**src/acex_defs.svh**
```systemverilog
// Register indices, field positions, codes and timing constants for acex.
`ifndef ACEX_DEFS_SVH
`define ACEX_DEFS_SVH
// ****************************************************************
// Register indices on the three-bit register select
// ****************************************************************
`define ACEX_A_DATA   3'h0
`define ACEX_A_IEN    3'h1
`define ACEX_A_IID    3'h2
`define ACEX_A_LCTL   3'h3
`define ACEX_A_MCTL   3'h4
`define ACEX_A_LSTAT  3'h5
`define ACEX_A_MSTAT  3'h6
`define ACEX_A_SCR    3'h7
// ****************************************************************
// Field positions
// ****************************************************************
`define ACEX_LC_STB   2
`define ACEX_LC_PEN   3
`define ACEX_LC_EPS   4
`define ACEX_LC_STICK 5
`define ACEX_LC_BRK   6
`define ACEX_LC_DLAB  7
`define ACEX_MC_DTR   0
`define ACEX_MC_RTS   1
`define ACEX_MC_OUT1  2
`define ACEX_MC_OUT2  3
`define ACEX_MC_LOOP  4
`define ACEX_IE_RX    0
`define ACEX_IE_TX    1
`define ACEX_IE_LS    2
`define ACEX_IE_MS    3
// ****************************************************************
// Reset values, codes and timing
// ****************************************************************
`define ACEX_RST_BYTE 8'h00
`define ACEX_RST_DIV  16'h0000
`define ACEX_ONES     8'hFF
`define ACEX_LAST_MIN 3'h4
`define ACEX_WLS_MAX  2'h3
`define ACEX_ID_NONE  4'h1
`define ACEX_ID_LS    4'h6
`define ACEX_ID_RX    4'h4
`define ACEX_ID_TX    4'h2
`define ACEX_ID_MS    4'h0
`define ACEX_T_BIT    6'h10
`define ACEX_T_1P5    6'h18
`define ACEX_T_2      6'h20
`define ACEX_T_MID    4'h7
`define ACEX_T_END    4'hF
`endif

```
**src/acex_pkg.sv**
```systemverilog
// Shared types of the acex serial element.
package acex_pkg;
   typedef enum logic [2:0] {
      st_idle, st_start, st_data, st_par, st_stop, st_wait
   } acex_fsm_type;
endpackage

```
**src/acex_top.sv**
```systemverilog
// Asynchronous serial element with baud generator and host port.
`timescale 1ns/1ps
`include "acex_defs.svh"
module acex_top (
   // Clock and resets
   input  wire logic       clk_sys,
   input  wire logic       reset,
   input  wire logic       master_reset,
   // Host bus
   input  wire logic       select_latch_strobe_n,
   input  wire logic [2:0] reg_sel,
   input  wire logic [2:0] chip_select_inputs,
   input  wire logic       host_read_strobe_n,
   input  wire logic       host_write_strobe_n,
   input  wire logic [7:0] host_wdata,
   output logic      [7:0] host_rdata,
   output logic            rdata_valid_n,
   output logic            selected_indicator,
   output logic            xcvr_disable,
   output logic            irq_out,
   // Clocks as sampled levels
   input  wire logic       baud_ref_clock,
   output logic            baud_tick_out_n,
   input  wire logic       rx_clock16,
   // Serial line
   output logic            serial_tx,
   input  wire logic       serial_rx,
   // Modem
   input  wire logic       clear_to_send_n,
   input  wire logic       set_ready_n,
   input  wire logic       ring_detect_n,
   input  wire logic       carrier_detect_n,
   output logic            terminal_ready_n,
   output logic            request_to_send_n,
   output logic      [1:0] user_outputs_n
);
   // ****************************************************************
   // Declarations
   // ****************************************************************
   logic                 rst;
   logic [2:0]           sel_ff;
   logic [2:0]           cs_ff;
   logic                 chip_on;
   logic                 rd_on;
   logic                 wr_on;
   logic                 rd_prev_ff;
   logic                 wr_prev_ff;
   logic                 rd_go;
   logic                 wr_go;
   logic                 dlab;
   logic                 loop;
   logic                 wr_thr;
   logic                 rd_rbr;
   logic [3:0]           ier_ff;
   logic [7:0]           lcr_ff;
   logic [4:0]           mcr_ff;
   logic [15:0]          div_ff;
   logic [7:0]           scr_ff;
   logic                 ref_q_ff;
   logic                 ref_tick;
   logic [15:0]          brg_ff;
   logic                 tick16;
   logic                 tick_out_ff;
   logic [2:0]           last_bit;
   logic [7:0]           mask;
   logic [5:0]           stop_len;
   logic                 nxt_par;
   logic [7:0]           thr_ff;
   logic                 thr_full_ff;
   logic [7:0]           tsr_ff;
   acex_pkg::acex_fsm_type tx_st_ff;
   logic [5:0]           tx_sub_ff;
   logic [2:0]           tx_cnt_ff;
   logic                 tx_par_ff;
   logic                 tx_line_ff;
   logic                 tx_int;
   logic                 tx_bit_end;
   logic                 tx_load;
   logic                 tx_ff;
   logic                 rxc_q_ff;
   logic                 rx16;
   logic                 rx_in;
   acex_pkg::acex_fsm_type rx_st_ff;
   logic [3:0]           rx_sub_ff;
   logic [2:0]           rx_cnt_ff;
   logic [7:0]           rx_sr_ff;
   logic                 rx_x_ff;
   logic                 rx_pe_ff;
   logic                 rx_zero_ff;
   logic                 rx_smp;
   logic                 rx_done;
   logic [7:0]           rbr_ff;
   logic                 dr_ff;
   logic                 oe_ff;
   logic                 pe_ff;
   logic                 fe_ff;
   logic                 bi_ff;
   logic                 thre;
   logic                 temt;
   logic                 thre_pend_ff;
   logic [3:0]           ms_now;
   logic [3:0]           ms_q_ff;
   logic [3:0]           delta_ff;
   logic [3:0]           iid;
   logic [7:0]           rdata_ff;
   logic                 irq_ff;

   // Both resets clear every flip-flop to a constant.
   assign rst = reset | master_reset;

   // ****************************************************************
   // Host port
   // ****************************************************************
   always_ff @(posedge clk_sys or posedge rst) begin
      if (rst) begin
         sel_ff <= `ACEX_A_DATA;
         cs_ff  <= 3'h4;
      end else if (!select_latch_strobe_n) begin
         sel_ff <= reg_sel;
         cs_ff  <= chip_select_inputs;
      end
   end

   assign chip_on = cs_ff[0] & cs_ff[1] & ~cs_ff[2];
   assign rd_on   = chip_on & ~host_read_strobe_n;
   assign wr_on   = chip_on & ~host_write_strobe_n;
   assign rd_go   = rd_on & ~rd_prev_ff;
   assign wr_go   = wr_on & ~wr_prev_ff;

   // Side effects act once per strobe, on its first selected cycle.
   always_ff @(posedge clk_sys or posedge rst) begin
      if (rst) begin
         rd_prev_ff <= 1'b0;
         wr_prev_ff <= 1'b0;
      end else begin
         rd_prev_ff <= rd_on;
         wr_prev_ff <= wr_on;
      end
   end

   assign selected_indicator = chip_on;
   assign xcvr_disable       = rd_on;
   assign rdata_valid_n      = ~(rd_on & rd_prev_ff);
   assign host_rdata         = rdata_ff;
   assign irq_out            = irq_ff;

   assign dlab   = lcr_ff[`ACEX_LC_DLAB];
   assign loop   = mcr_ff[`ACEX_MC_LOOP];
   assign wr_thr = wr_go & (sel_ff == `ACEX_A_DATA) & ~dlab;
   assign rd_rbr = rd_go & (sel_ff == `ACEX_A_DATA) & ~dlab;

   always_ff @(posedge clk_sys or posedge rst) begin
      if (rst) begin
         ier_ff <= 4'h0;
         lcr_ff <= `ACEX_RST_BYTE;
         mcr_ff <= 5'h00;
         div_ff <= `ACEX_RST_DIV;
         scr_ff <= `ACEX_RST_BYTE;
      end else if (wr_go) begin
         case (sel_ff)
            `ACEX_A_DATA: begin
               if (dlab) div_ff[7:0] <= host_wdata;
            end
            `ACEX_A_IEN: begin
               if (dlab) div_ff[15:8] <= host_wdata;
               else ier_ff <= host_wdata[3:0];
            end
            `ACEX_A_LCTL: lcr_ff <= host_wdata;
            `ACEX_A_MCTL: mcr_ff <= host_wdata[4:0];
            `ACEX_A_SCR: scr_ff <= host_wdata;
            default: ;
         endcase
      end
   end

   // ****************************************************************
   // Baud generator
   // ****************************************************************
   assign ref_tick = baud_ref_clock & ~ref_q_ff;
   // A zero divisor stops the generator rather than dividing by zero.
   assign tick16 = ref_tick & (div_ff != `ACEX_RST_DIV)
                   & (brg_ff <= 16'h0001);

   always_ff @(posedge clk_sys or posedge rst) begin
      if (rst) begin
         ref_q_ff    <= 1'b0;
         brg_ff      <= `ACEX_RST_DIV;
         tick_out_ff <= 1'b0;
      end else begin
         ref_q_ff    <= baud_ref_clock;
         tick_out_ff <= tick16;
         if (wr_go & dlab & (sel_ff <= `ACEX_A_IEN))
            brg_ff <= `ACEX_RST_DIV;
         else if (tick16)
            brg_ff <= div_ff;
         else if (ref_tick)
            brg_ff <= brg_ff - 16'h0001;
      end
   end

   assign baud_tick_out_n = ~tick_out_ff;

   // ****************************************************************
   // Frame format
   // ****************************************************************
   assign last_bit = `ACEX_LAST_MIN + {1'b0, lcr_ff[1:0]};
   assign mask     = `ACEX_ONES >> (`ACEX_WLS_MAX - lcr_ff[1:0]);
   always_comb begin
      if (!lcr_ff[`ACEX_LC_STB])
         stop_len = `ACEX_T_BIT;
      else if (lcr_ff[1:0] == 2'h0)
         stop_len = `ACEX_T_1P5;
      else
         stop_len = `ACEX_T_2;
   end
   always_comb begin
      if (lcr_ff[`ACEX_LC_STICK])
         nxt_par = ~lcr_ff[`ACEX_LC_EPS];
      else
         nxt_par = (^(thr_ff & mask)) ^ ~lcr_ff[`ACEX_LC_EPS];
   end

   // ****************************************************************
   // Transmitter
   // ****************************************************************
   assign tx_bit_end = (tx_st_ff == acex_pkg::st_stop)
                       ? (tx_sub_ff == stop_len - 6'h01)
                       : (tx_sub_ff == `ACEX_T_BIT - 6'h01);
   // Holding register refills the shifter back to back.
   assign tx_load = tick16 & thr_full_ff &
                    ((tx_st_ff == acex_pkg::st_idle) |
                     ((tx_st_ff == acex_pkg::st_stop) & tx_bit_end));

   always_ff @(posedge clk_sys or posedge rst) begin
      if (rst) begin
         thr_ff      <= `ACEX_RST_BYTE;
         thr_full_ff <= 1'b0;
      end else begin
         if (wr_thr) thr_ff <= host_wdata;
         if (wr_thr) thr_full_ff <= 1'b1;
         else if (tx_load) thr_full_ff <= 1'b0;
      end
   end

   always_ff @(posedge clk_sys or posedge rst) begin
      if (rst) begin
         tx_st_ff   <= acex_pkg::st_idle;
         tsr_ff     <= `ACEX_RST_BYTE;
         tx_sub_ff  <= 6'h00;
         tx_cnt_ff  <= 3'h0;
         tx_par_ff  <= 1'b0;
         tx_line_ff <= 1'b1;
      end else if (tx_load) begin
         tx_st_ff   <= acex_pkg::st_start;
         tsr_ff     <= thr_ff;
         tx_par_ff  <= nxt_par;
         tx_sub_ff  <= 6'h00;
         tx_line_ff <= 1'b0;
      end else if (tick16) begin
         tx_sub_ff <= tx_bit_end ? 6'h00 : tx_sub_ff + 6'h01;
         case (tx_st_ff)
            acex_pkg::st_start: if (tx_bit_end) begin
               tx_st_ff   <= acex_pkg::st_data;
               tx_cnt_ff  <= 3'h0;
               tx_line_ff <= tsr_ff[0];
            end
            acex_pkg::st_data: if (tx_bit_end) begin
               if (tx_cnt_ff == last_bit) begin
                  if (lcr_ff[`ACEX_LC_PEN]) begin
                     tx_st_ff   <= acex_pkg::st_par;
                     tx_line_ff <= tx_par_ff;
                  end else begin
                     tx_st_ff   <= acex_pkg::st_stop;
                     tx_line_ff <= 1'b1;
                  end
               end else begin
                  tsr_ff     <= tsr_ff >> 1;
                  tx_line_ff <= tsr_ff[1];
                  tx_cnt_ff  <= tx_cnt_ff + 3'h1;
               end
            end
            acex_pkg::st_par: if (tx_bit_end) begin
               tx_st_ff   <= acex_pkg::st_stop;
               tx_line_ff <= 1'b1;
            end
            acex_pkg::st_stop: if (tx_bit_end) begin
               tx_st_ff <= acex_pkg::st_idle;
            end
            default: tx_st_ff <= acex_pkg::st_idle;
         endcase
      end
   end

   assign tx_int = tx_line_ff & ~lcr_ff[`ACEX_LC_BRK];

   always_ff @(posedge clk_sys or posedge rst) begin
      if (rst) tx_ff <= 1'b1;
      else tx_ff <= loop | tx_int;
   end
   assign serial_tx = tx_ff;

   assign thre = ~thr_full_ff;
   assign temt = thre & (tx_st_ff == acex_pkg::st_idle);

   // ****************************************************************
   // Receiver
   // ****************************************************************
   assign rx16    = rx_clock16 & ~rxc_q_ff;
   assign rx_in   = loop ? tx_int : serial_rx;
   assign rx_smp  = rx16 & (rx_sub_ff == `ACEX_T_END);
   assign rx_done = rx_smp & (rx_st_ff == acex_pkg::st_stop);

   always_ff @(posedge clk_sys or posedge rst) begin
      if (rst) begin
         rxc_q_ff   <= 1'b0;
         rx_st_ff   <= acex_pkg::st_idle;
         rx_sub_ff  <= 4'h0;
         rx_cnt_ff  <= 3'h0;
         rx_sr_ff   <= `ACEX_RST_BYTE;
         rx_x_ff    <= 1'b0;
         rx_pe_ff   <= 1'b0;
         rx_zero_ff <= 1'b1;
      end else begin
         rxc_q_ff <= rx_clock16;
         if (rx16) begin
            rx_sub_ff <= rx_sub_ff + 4'h1;
            case (rx_st_ff)
               acex_pkg::st_idle: begin
                  rx_sub_ff <= 4'h0;
                  if (!rx_in) rx_st_ff <= acex_pkg::st_start;
               end
               acex_pkg::st_start: if (rx_sub_ff == `ACEX_T_MID) begin
                  // Start rechecked mid-bit to reject short glitches.
                  rx_sub_ff  <= 4'h0;
                  rx_cnt_ff  <= 3'h0;
                  rx_x_ff    <= 1'b0;
                  rx_zero_ff <= 1'b1;
                  // Cleared per frame so a frame without parity never
                  // reports an error left over from an earlier frame.
                  rx_pe_ff   <= 1'b0;
                  rx_st_ff   <= rx_in ? acex_pkg::st_idle
                                      : acex_pkg::st_data;
               end
               acex_pkg::st_data: if (rx_smp) begin
                  rx_sr_ff   <= {rx_in, rx_sr_ff[7:1]};
                  rx_x_ff    <= rx_x_ff ^ rx_in;
                  rx_zero_ff <= rx_zero_ff & ~rx_in;
                  rx_cnt_ff  <= rx_cnt_ff + 3'h1;
                  if (rx_cnt_ff == last_bit)
                     rx_st_ff <= lcr_ff[`ACEX_LC_PEN]
                                 ? acex_pkg::st_par
                                 : acex_pkg::st_stop;
               end
               acex_pkg::st_par: if (rx_smp) begin
                  rx_zero_ff <= rx_zero_ff & ~rx_in;
                  rx_pe_ff   <= rx_in ^ (lcr_ff[`ACEX_LC_STICK]
                                 ? ~lcr_ff[`ACEX_LC_EPS]
                                 : rx_x_ff ^ ~lcr_ff[`ACEX_LC_EPS]);
                  rx_st_ff   <= acex_pkg::st_stop;
               end
               acex_pkg::st_stop: if (rx_smp) begin
                  // A held low line must return to mark first.
                  rx_st_ff <= rx_in ? acex_pkg::st_idle
                                    : acex_pkg::st_wait;
               end
               acex_pkg::st_wait: if (rx_in) begin
                  rx_st_ff <= acex_pkg::st_idle;
               end
               default: rx_st_ff <= acex_pkg::st_idle;
            endcase
         end
      end
   end

   // ****************************************************************
   // Line status; hardware set wins over a host clear
   // ****************************************************************
   always_ff @(posedge clk_sys or posedge rst) begin
      if (rst) begin
         rbr_ff <= `ACEX_RST_BYTE;
         dr_ff  <= 1'b0;
      end else begin
         if (rx_done)
            rbr_ff <= (rx_sr_ff >> (`ACEX_WLS_MAX - lcr_ff[1:0]));
         if (rx_done) dr_ff <= 1'b1;
         else if (rd_rbr) dr_ff <= 1'b0;
      end
   end

   always_ff @(posedge clk_sys or posedge rst) begin
      if (rst) begin
         oe_ff <= 1'b0;
         pe_ff <= 1'b0;
         fe_ff <= 1'b0;
         bi_ff <= 1'b0;
      end else begin
         if (rd_go & (sel_ff == `ACEX_A_LSTAT)) begin
            oe_ff <= 1'b0;
            pe_ff <= 1'b0;
            fe_ff <= 1'b0;
            bi_ff <= 1'b0;
         end
         if (rx_done) begin
            if (dr_ff & ~rd_rbr) oe_ff <= 1'b1;
            if (rx_pe_ff) pe_ff <= 1'b1;
            if (!rx_in) fe_ff <= 1'b1;
            if (!rx_in & rx_zero_ff) bi_ff <= 1'b1;
         end
      end
   end

   // ****************************************************************
   // Modem status
   // ****************************************************************
   // In loop the modem outputs feed the status bits directly.
   assign ms_now = loop ? {mcr_ff[`ACEX_MC_OUT2], mcr_ff[`ACEX_MC_OUT1],
                           mcr_ff[`ACEX_MC_DTR], mcr_ff[`ACEX_MC_RTS]}
                        : ~{carrier_detect_n, ring_detect_n,
                            set_ready_n, clear_to_send_n};

   always_ff @(posedge clk_sys or posedge rst) begin
      if (rst) ms_q_ff <= 4'h0;
      else ms_q_ff <= ms_now;
   end

   for (genvar i = 0; i < 4; i++) begin : g_delta
      // Ring reports only its trailing edge.
      logic ev;
      assign ev = (i == 2) ? (ms_q_ff[i] & ~ms_now[i])
                           : (ms_q_ff[i] ^ ms_now[i]);
      always_ff @(posedge clk_sys or posedge rst) begin
         if (rst) delta_ff[i] <= 1'b0;
         else if (ev) delta_ff[i] <= 1'b1;
         else if (rd_go & (sel_ff == `ACEX_A_MSTAT))
            delta_ff[i] <= 1'b0;
      end
   end

   assign terminal_ready_n  = ~(mcr_ff[`ACEX_MC_DTR] & ~loop);
   assign request_to_send_n = ~(mcr_ff[`ACEX_MC_RTS] & ~loop);
   assign user_outputs_n    = ~(mcr_ff[`ACEX_MC_OUT2:`ACEX_MC_OUT1]
                                & {2{~loop}});

   // ****************************************************************
   // Interrupt priority
   // ****************************************************************
   always_comb begin
      if (ier_ff[`ACEX_IE_LS] & (oe_ff | pe_ff | fe_ff | bi_ff))
         iid = `ACEX_ID_LS;
      else if (ier_ff[`ACEX_IE_RX] & dr_ff)
         iid = `ACEX_ID_RX;
      else if (ier_ff[`ACEX_IE_TX] & thre_pend_ff)
         iid = `ACEX_ID_TX;
      else if (ier_ff[`ACEX_IE_MS] & (|delta_ff))
         iid = `ACEX_ID_MS;
      else
         iid = `ACEX_ID_NONE;
   end

   always_ff @(posedge clk_sys or posedge rst) begin
      if (rst) begin
         thre_pend_ff <= 1'b0;
         irq_ff       <= 1'b0;
      end else begin
         irq_ff <= (iid != `ACEX_ID_NONE);
         if (tx_load & ~wr_thr) thre_pend_ff <= 1'b1;
         else if (wr_thr | (rd_go & (sel_ff == `ACEX_A_IID)
                           & (iid == `ACEX_ID_TX)))
            thre_pend_ff <= 1'b0;
      end
   end

   // ****************************************************************
   // Read data
   // ****************************************************************
   always_ff @(posedge clk_sys or posedge rst) begin
      if (rst) rdata_ff <= `ACEX_RST_BYTE;
      else if (rd_go) begin
         case (sel_ff)
            `ACEX_A_DATA: rdata_ff <= dlab ? div_ff[7:0] : rbr_ff;
            `ACEX_A_IEN: rdata_ff <= dlab ? div_ff[15:8]
                                          : {4'h0, ier_ff};
            `ACEX_A_IID: rdata_ff <= {4'h0, iid};
            `ACEX_A_LCTL: rdata_ff <= lcr_ff;
            `ACEX_A_MCTL: rdata_ff <= {3'h0, mcr_ff};
            `ACEX_A_LSTAT: rdata_ff <= {1'b0, temt, thre, bi_ff,
                                         fe_ff, pe_ff, oe_ff, dr_ff};
            `ACEX_A_MSTAT: rdata_ff <= {ms_now, delta_ff};
            default: rdata_ff <= scr_ff;
         endcase
      end
   end

endmodule // acex_top

```
**config.mk**
```make
export PLATFORM = sky130hd
export DESIGN_NAME = acex_top
export DESIGN_NICKNAME = d
export VERILOG_FILES = /design/src/acex_pkg.sv /design/src/acex_top.sv
export VERILOG_INCLUDE_DIRS = /design/src /design/src/src
export SDC_FILE = /design/constraint.sdc
export NUM_CORES = 1
export LEC_CHECK = 0
export BUFFER_PORTS_ARGS = -buffer_cell sky130_fd_sc_hd__buf_2
export CAP_MARGIN = 20
export CORE_UTILIZATION = 25
export CTS_CLUSTER_SIZE = 12
export DETAILED_ROUTE_END_ITERATION = 7
export GPL_ROUTABILITY_DRIVEN = 0
export RECOVER_POWER = 100
export SYNTH_ARGS = -nofsm -noshare
export SYNTH_HDL_FRONTEND = slang
export SYNTH_SLANG_ARGS = --single-unit
export TNS_END_PERCENT = 20
```
**constraint.sdc**
```tcl
create_clock -name clk_sys -period 18.7 [get_ports clk_sys]
set_input_delay 0.935 -clock clk_sys [delete_from_list [all_inputs] [get_ports clk_sys]]
set_output_delay 0.935 -clock clk_sys [all_outputs]
set_load 0.02 [all_outputs]
```
==> Word-level counts from Yosys, hierarchy flattened <==
Cells that the tools add are included.
{ "word_totals": {"latch_bits": 0, "word_cells": 306, "ramBits": 0, "mem_count": 0, "out_inout_bits": 18, "romBits": 0, "inputBits": 27, "regBits": 152} }
{ "classes": {"addsub": 8, "n_mul": 0, "div": 0, "shift": 2, "n_mux": 91, "reduce_logical": 40, "bitwise_logic": 78, "n_eq_ne": 41, "order_cmp": 2} }
{ "op_table": {"columns": ["cell", "n"], "rows": [
  ["two-way mux 3 bit", 22],
  ["two-way mux 8 bit", 7],
  ["one-hot mux 8 bit (7 select lines)", 1],
  ["two-way mux 16 bit", 3],
  ["two-way mux 1 bit", 40],
  ["AND 1 bit", 39],
  ["two-way mux 6 bit", 5],
  ["nonzero test 2 bit", 14],
  ["inequality test 2 bit, second input constant", 11],
  ["== test 3 bit, second input constant", 7],
  ["NOT 1 bit", 21],
  ["== test 3 x 2 -> 1 bit, second input constant", 6],
  ["one-hot mux 3 bit (6 select lines)", 1],
  ["<= comparator 16 x 1 -> 1 bit, second input constant", 1],
  ["AND reduction 4 bit", 4],
  ["nonzero test 16 bit", 1],
  ["subtractor 16 x 1 -> 16 bit, second input constant", 1],
  ["inequality test 3 bit, second input constant", 5],
  ["one-hot mux 3 bit (2 select lines)", 2],
  ["one-hot mux 3 bit (4 select lines)", 1],
  ["AND reduction 3 bit", 4],
  ["AND reduction 6 bit", 2],
  ["== test 3 x 1 -> 1 bit, second input constant", 3],
  ["logical NOT 3 bit", 3],
  ["other kinds (38)", 58]
]} }

==> Longest topological paths before layout <==
{ "logic_depth": {"depth_word": 11, "mapped_depth": 11, "mapped_depth_nobuf": 8} }

==> Worst setup path after synthesis <==
Ideal clock, no wire load.
{ "synth_timing": {"path_type": "in2out", "startpoint": "input host_read_strobe_n", "endpoint": "output rdata_valid_n", "path_slack_ns": 16.240, "arrival_time_ns": 1.525, "required_time_ns": 17.765, "cell_stages": 2, "n_path_buf": 0, "cell_sequence": "nor2_1 > nand2_1"} }
{ "synth_between": {"elab_chain_cells": 4} }
{ "synth_lines": {"columns": ["element", "line", "text"], "rows": [
  ["from (decl)", "acex_top.sv:13", "input wire logic host_read_strobe_n,"],
  ["NOT 1 bit", "acex_top.sv:125", "assign rd_on = chip_on & ~host_read_strobe_n;"],
  ["AND 1 bit", "acex_top.sv:125", null],
  ["AND 1 bit", "acex_top.sv:143", "assign rdata_valid_n = ~(rd_on & rd_prev_ff);"],
  ["NOT 1 bit", "acex_top.sv:143", null],
  ["to (decl)", "acex_top.sv:17", "output logic rdata_valid_n,"]
]} }
Every way passes these cells.

==> impl_metrics.tcl <==
set metrics [dict create \
    seq_power_share 0.431 \
    max_freq_mhz 182 \
    drc 0 \
    routed_via_density 5.03 \
    grt_pass1_wl_mm 33.0 \
    synthesis.nets 828 \
    cpPeakStageDelay_ns 2.58 \
    antenna_left 0 \
    drt-wirelength-per-cell_um 16.3 \
    fp-row-count 64 \
    fp.dieW_um 180 \
    reg2reg_to "tsr_ff[1]" \
    comb_power_share 0.256 \
    cell_internal_pwr_mw 0.703 \
    power_frac_clock 0.313 \
    cap_violations 3 \
    first_iter_violations 444 \
    io_buffers 44 \
    antenna_found_initial 3 \
    clkLatencyLatePin_ns 0.43 \
    hold_class "flip-flop to flip-flop" \
    cp.depth 3 \
    path_delay_family "buffers and inverters" \
    seq_area_um2 3810 \
    synth_seq_area_share 0.481 \
    ys_ff_latch 152 \
    cts_tree "built" \
    dp_slack_ns 15.71 \
    path_cells "buf_2 > nor2_1 > clkbuf_1" \
    arrival_ns 5.23 \
    r2r_setup_slack_ns 14.93 \
    ys_types 71 \
    layout_commonest_cell "dfrtp_1" \
    vdd_drop_max_mv 0.0713 \
    syn_to_final_growth_pct 13.4 \
    rsz0062_at_grt "false" \
    hold_end "tx_line_ff" \
    synth_edf_count 0 \
    p_per_area_nw_per_um2 119 \
    routed_wl_mm 20.2 \
    fillCellCount 3264 \
    multiInputGateArea_um2 3820 \
    htreeDepth 4 \
    coreArea_um2 30900 \
    synth_area_um2 7920 \
    grt_use_total 0.128 \
    r2r_cells 7 \
    run_status "complete, but fails checks" \
    p_leak_nw 3.91 \
    postCtsHoldBufs 0 \
    drive_gt1_frac 0.170 \
    fin_crit_ns 5.50 \
    ctsResizeCount 0 \
    crit_path_max_fanout 66 \
    nNetsFinal 857 \
    start_util 0.256 \
    hold_violations 0 \
    grt_overflow 0 \
    dieArea_um2 32400 \
    clk_pin_slew_ns 0.06 \
    finalSetupTns_ns 0 \
    power_switching_mw 0.369 \
    slew_violations 157 \
    async_reset_ff_frac 1.00 \
    cts_made_buffers 17 \
    period_share 0.294 \
    grt_max_degree 67 \
    dr.pass1.iters 5 \
    critPathBufInv 2 \
    clk_path_buf_depth 2 \
    setup_viol 0 \
    clock_sinks 152 \
    cts-root-buf "clkbuf_16" \
    holdPathStages 2 \
    crit_slowest_cell "clkbuf_1" \
    avgSynthCellArea_um2 9.97 \
    r2r-start "brg_ff[4]" \
    cp-start-kind "input pin" \
    setup_slack_ns 13.20 \
    tightest_slew_ns 3.52 \
    yosys_most_used_dff "dfrtp_1" \
    place_hpwl_mm 14.2 \
    critPathRequiredTime_ns 18.43 \
    max-slew-margin-rel -1.35 \
    dieHeight_um 180 \
    num_vias 6208 \
    min_from "tx_line_ff" \
    critPathKind "input pin to asynchronous set/reset pin" \
    swShare 0.345 \
    synth_cells 795 \
    fin_skew_ns 0.0116 \
    yosys_warnings 0 \
    pin_count 45 \
    violations "max-capacitance violations, max-slew violations" \
    post_cts_buffers 0 \
    end_kind "asynchronous set/reset pin" \
    grt_pass1_vias 6021 \
    layout_common_cells "dfrtp_1 (148), o21ai_0 (89), nand2_1 (83), mux2_2 (74), nor2_1 (55)" \
    crit_path_start "reset" \
]
[cell families (layout without fill, tap and decap cells)]
family,Yosys count,in the layout,share of synthesized area
flip-flops,152,152,0.481
AO/OA/AOI/OAI,202,202,0.157
buffers and inverters,57,99,0.0311
other,0,2,0
multiplexers,97,97,0.134
adder cells (fa/ha/maj),6,6,0.00948
AND/OR/NAND/NOR,266,266,0.169
XOR/XNOR,15,15,0.0183
[how the worst max path moves through the flow]
| stage | endpoint | slack, ns |
|---|---|---|
| after floorplan | bi_ff | 8.76 |
| after global placement | tx_cnt_ff[2] | 15.74 |
| after detailed placement | tsr_ff[5] | 15.71 |
| after CTS | tx_cnt_ff[2] | 15.89 |
| after global routing | tx_st_ff[0] | 12.03 |
| final | tx_st_ff[0] | 13.20 |
[sequential cells by signal (all words and copies together) (netlist names), 4 cells and up]
name / cells
brg_ff: 16
delta_ff: 4
div_ff: 16
host_rdata: 8
ier_ff: 4
lcr_ff: 8
mcr_ff: 5
ms_q_ff: 4
rbr_ff: 8
rx_sr_ff: 8
rx_sub_ff: 4
scr_ff: 8
thr_ff: 8
tsr_ff: 8
tx_sub_ff: 6
[stage by stage]
step / total power [mW] / util / cell area [um^2] / hold WS [ns] / instances
final: 1.07 / 0.291 / 8990 / 0.453 / 1235
after global routing: 1.13 / 0.291 / 8980 / 0.482 / 1234
after CTS: 1.09 / 0.294 / 9070 / 0.456 / 1233
after detailed placement: 0.749 / 0.275 / 8510 / 0.447 / 1201
after global placement: 0.743 / 0.275 / 8510 / 0.447 / 1201
after floorplan: 0.666 / - / 7920 / 0.432 / 795
[area by class of cell]
class,count,share of cell area
tap,396,0.0551
antenna,2,0.000557
sequential,152,0.424
timing repair buffer,50,0.0251
clock buffer,20,0.0486
multi-input combinational,586,0.426
inverter,17,0.00710
clock inverter,12,0.0142
[routing by layer]
metal / vias up / GRT usage / share of wire
met4: 2 / 0.0523 / 0.024
met2: 147 / 0.200 / 0.45
met1: 3078 / 0.175 / 0.48
met5: - / 0 / 0.00055
li1: 2942 / - / -
met3: 39 / 0.0202 / 0.043
[worst reg2reg max path: cells and delay by family (launching register included)]
kind	cells	cell delay, ns
simple gates	4	2.01
buf+inv	1	0.80
flops	1	0.43
mux	1	0.27
compound gates	1	0.10
[power by group through the flow]
stage          logic (mW)  clock network [mW]  registers, mW
6_report            0.275               0.335          0.462
2_1_floorplan       0.224                   0          0.442
3_5_place_dp        0.283                   0          0.466
3_3_place_gp        0.278                   0          0.465
5_1_grt             0.308               0.353          0.471
4_1_cts             0.285               0.342          0.461
[cell usage after synthesis, types with 10 or more instances]
library cell / number / area share
nand2_1: 82 / 0.039
o21ai_0: 86 / 0.054
dfrtp_1: 148 / 0.47
inv_1: 15 / 0.0071
nor2_1: 52 / 0.025
mux2_2: 74 / 0.11
nor4_1: 10 / 0.0079
nand2b_1: 16 / 0.013
clkbuf_1: 24 / 0.011
nand3_1: 17 / 0.011
xnor2_1: 12 / 0.013
mux2i_1: 23 / 0.029
nor3_1: 27 / 0.017
a21oi_1: 37 / 0.023
Power figures use the tool's default switching activity.
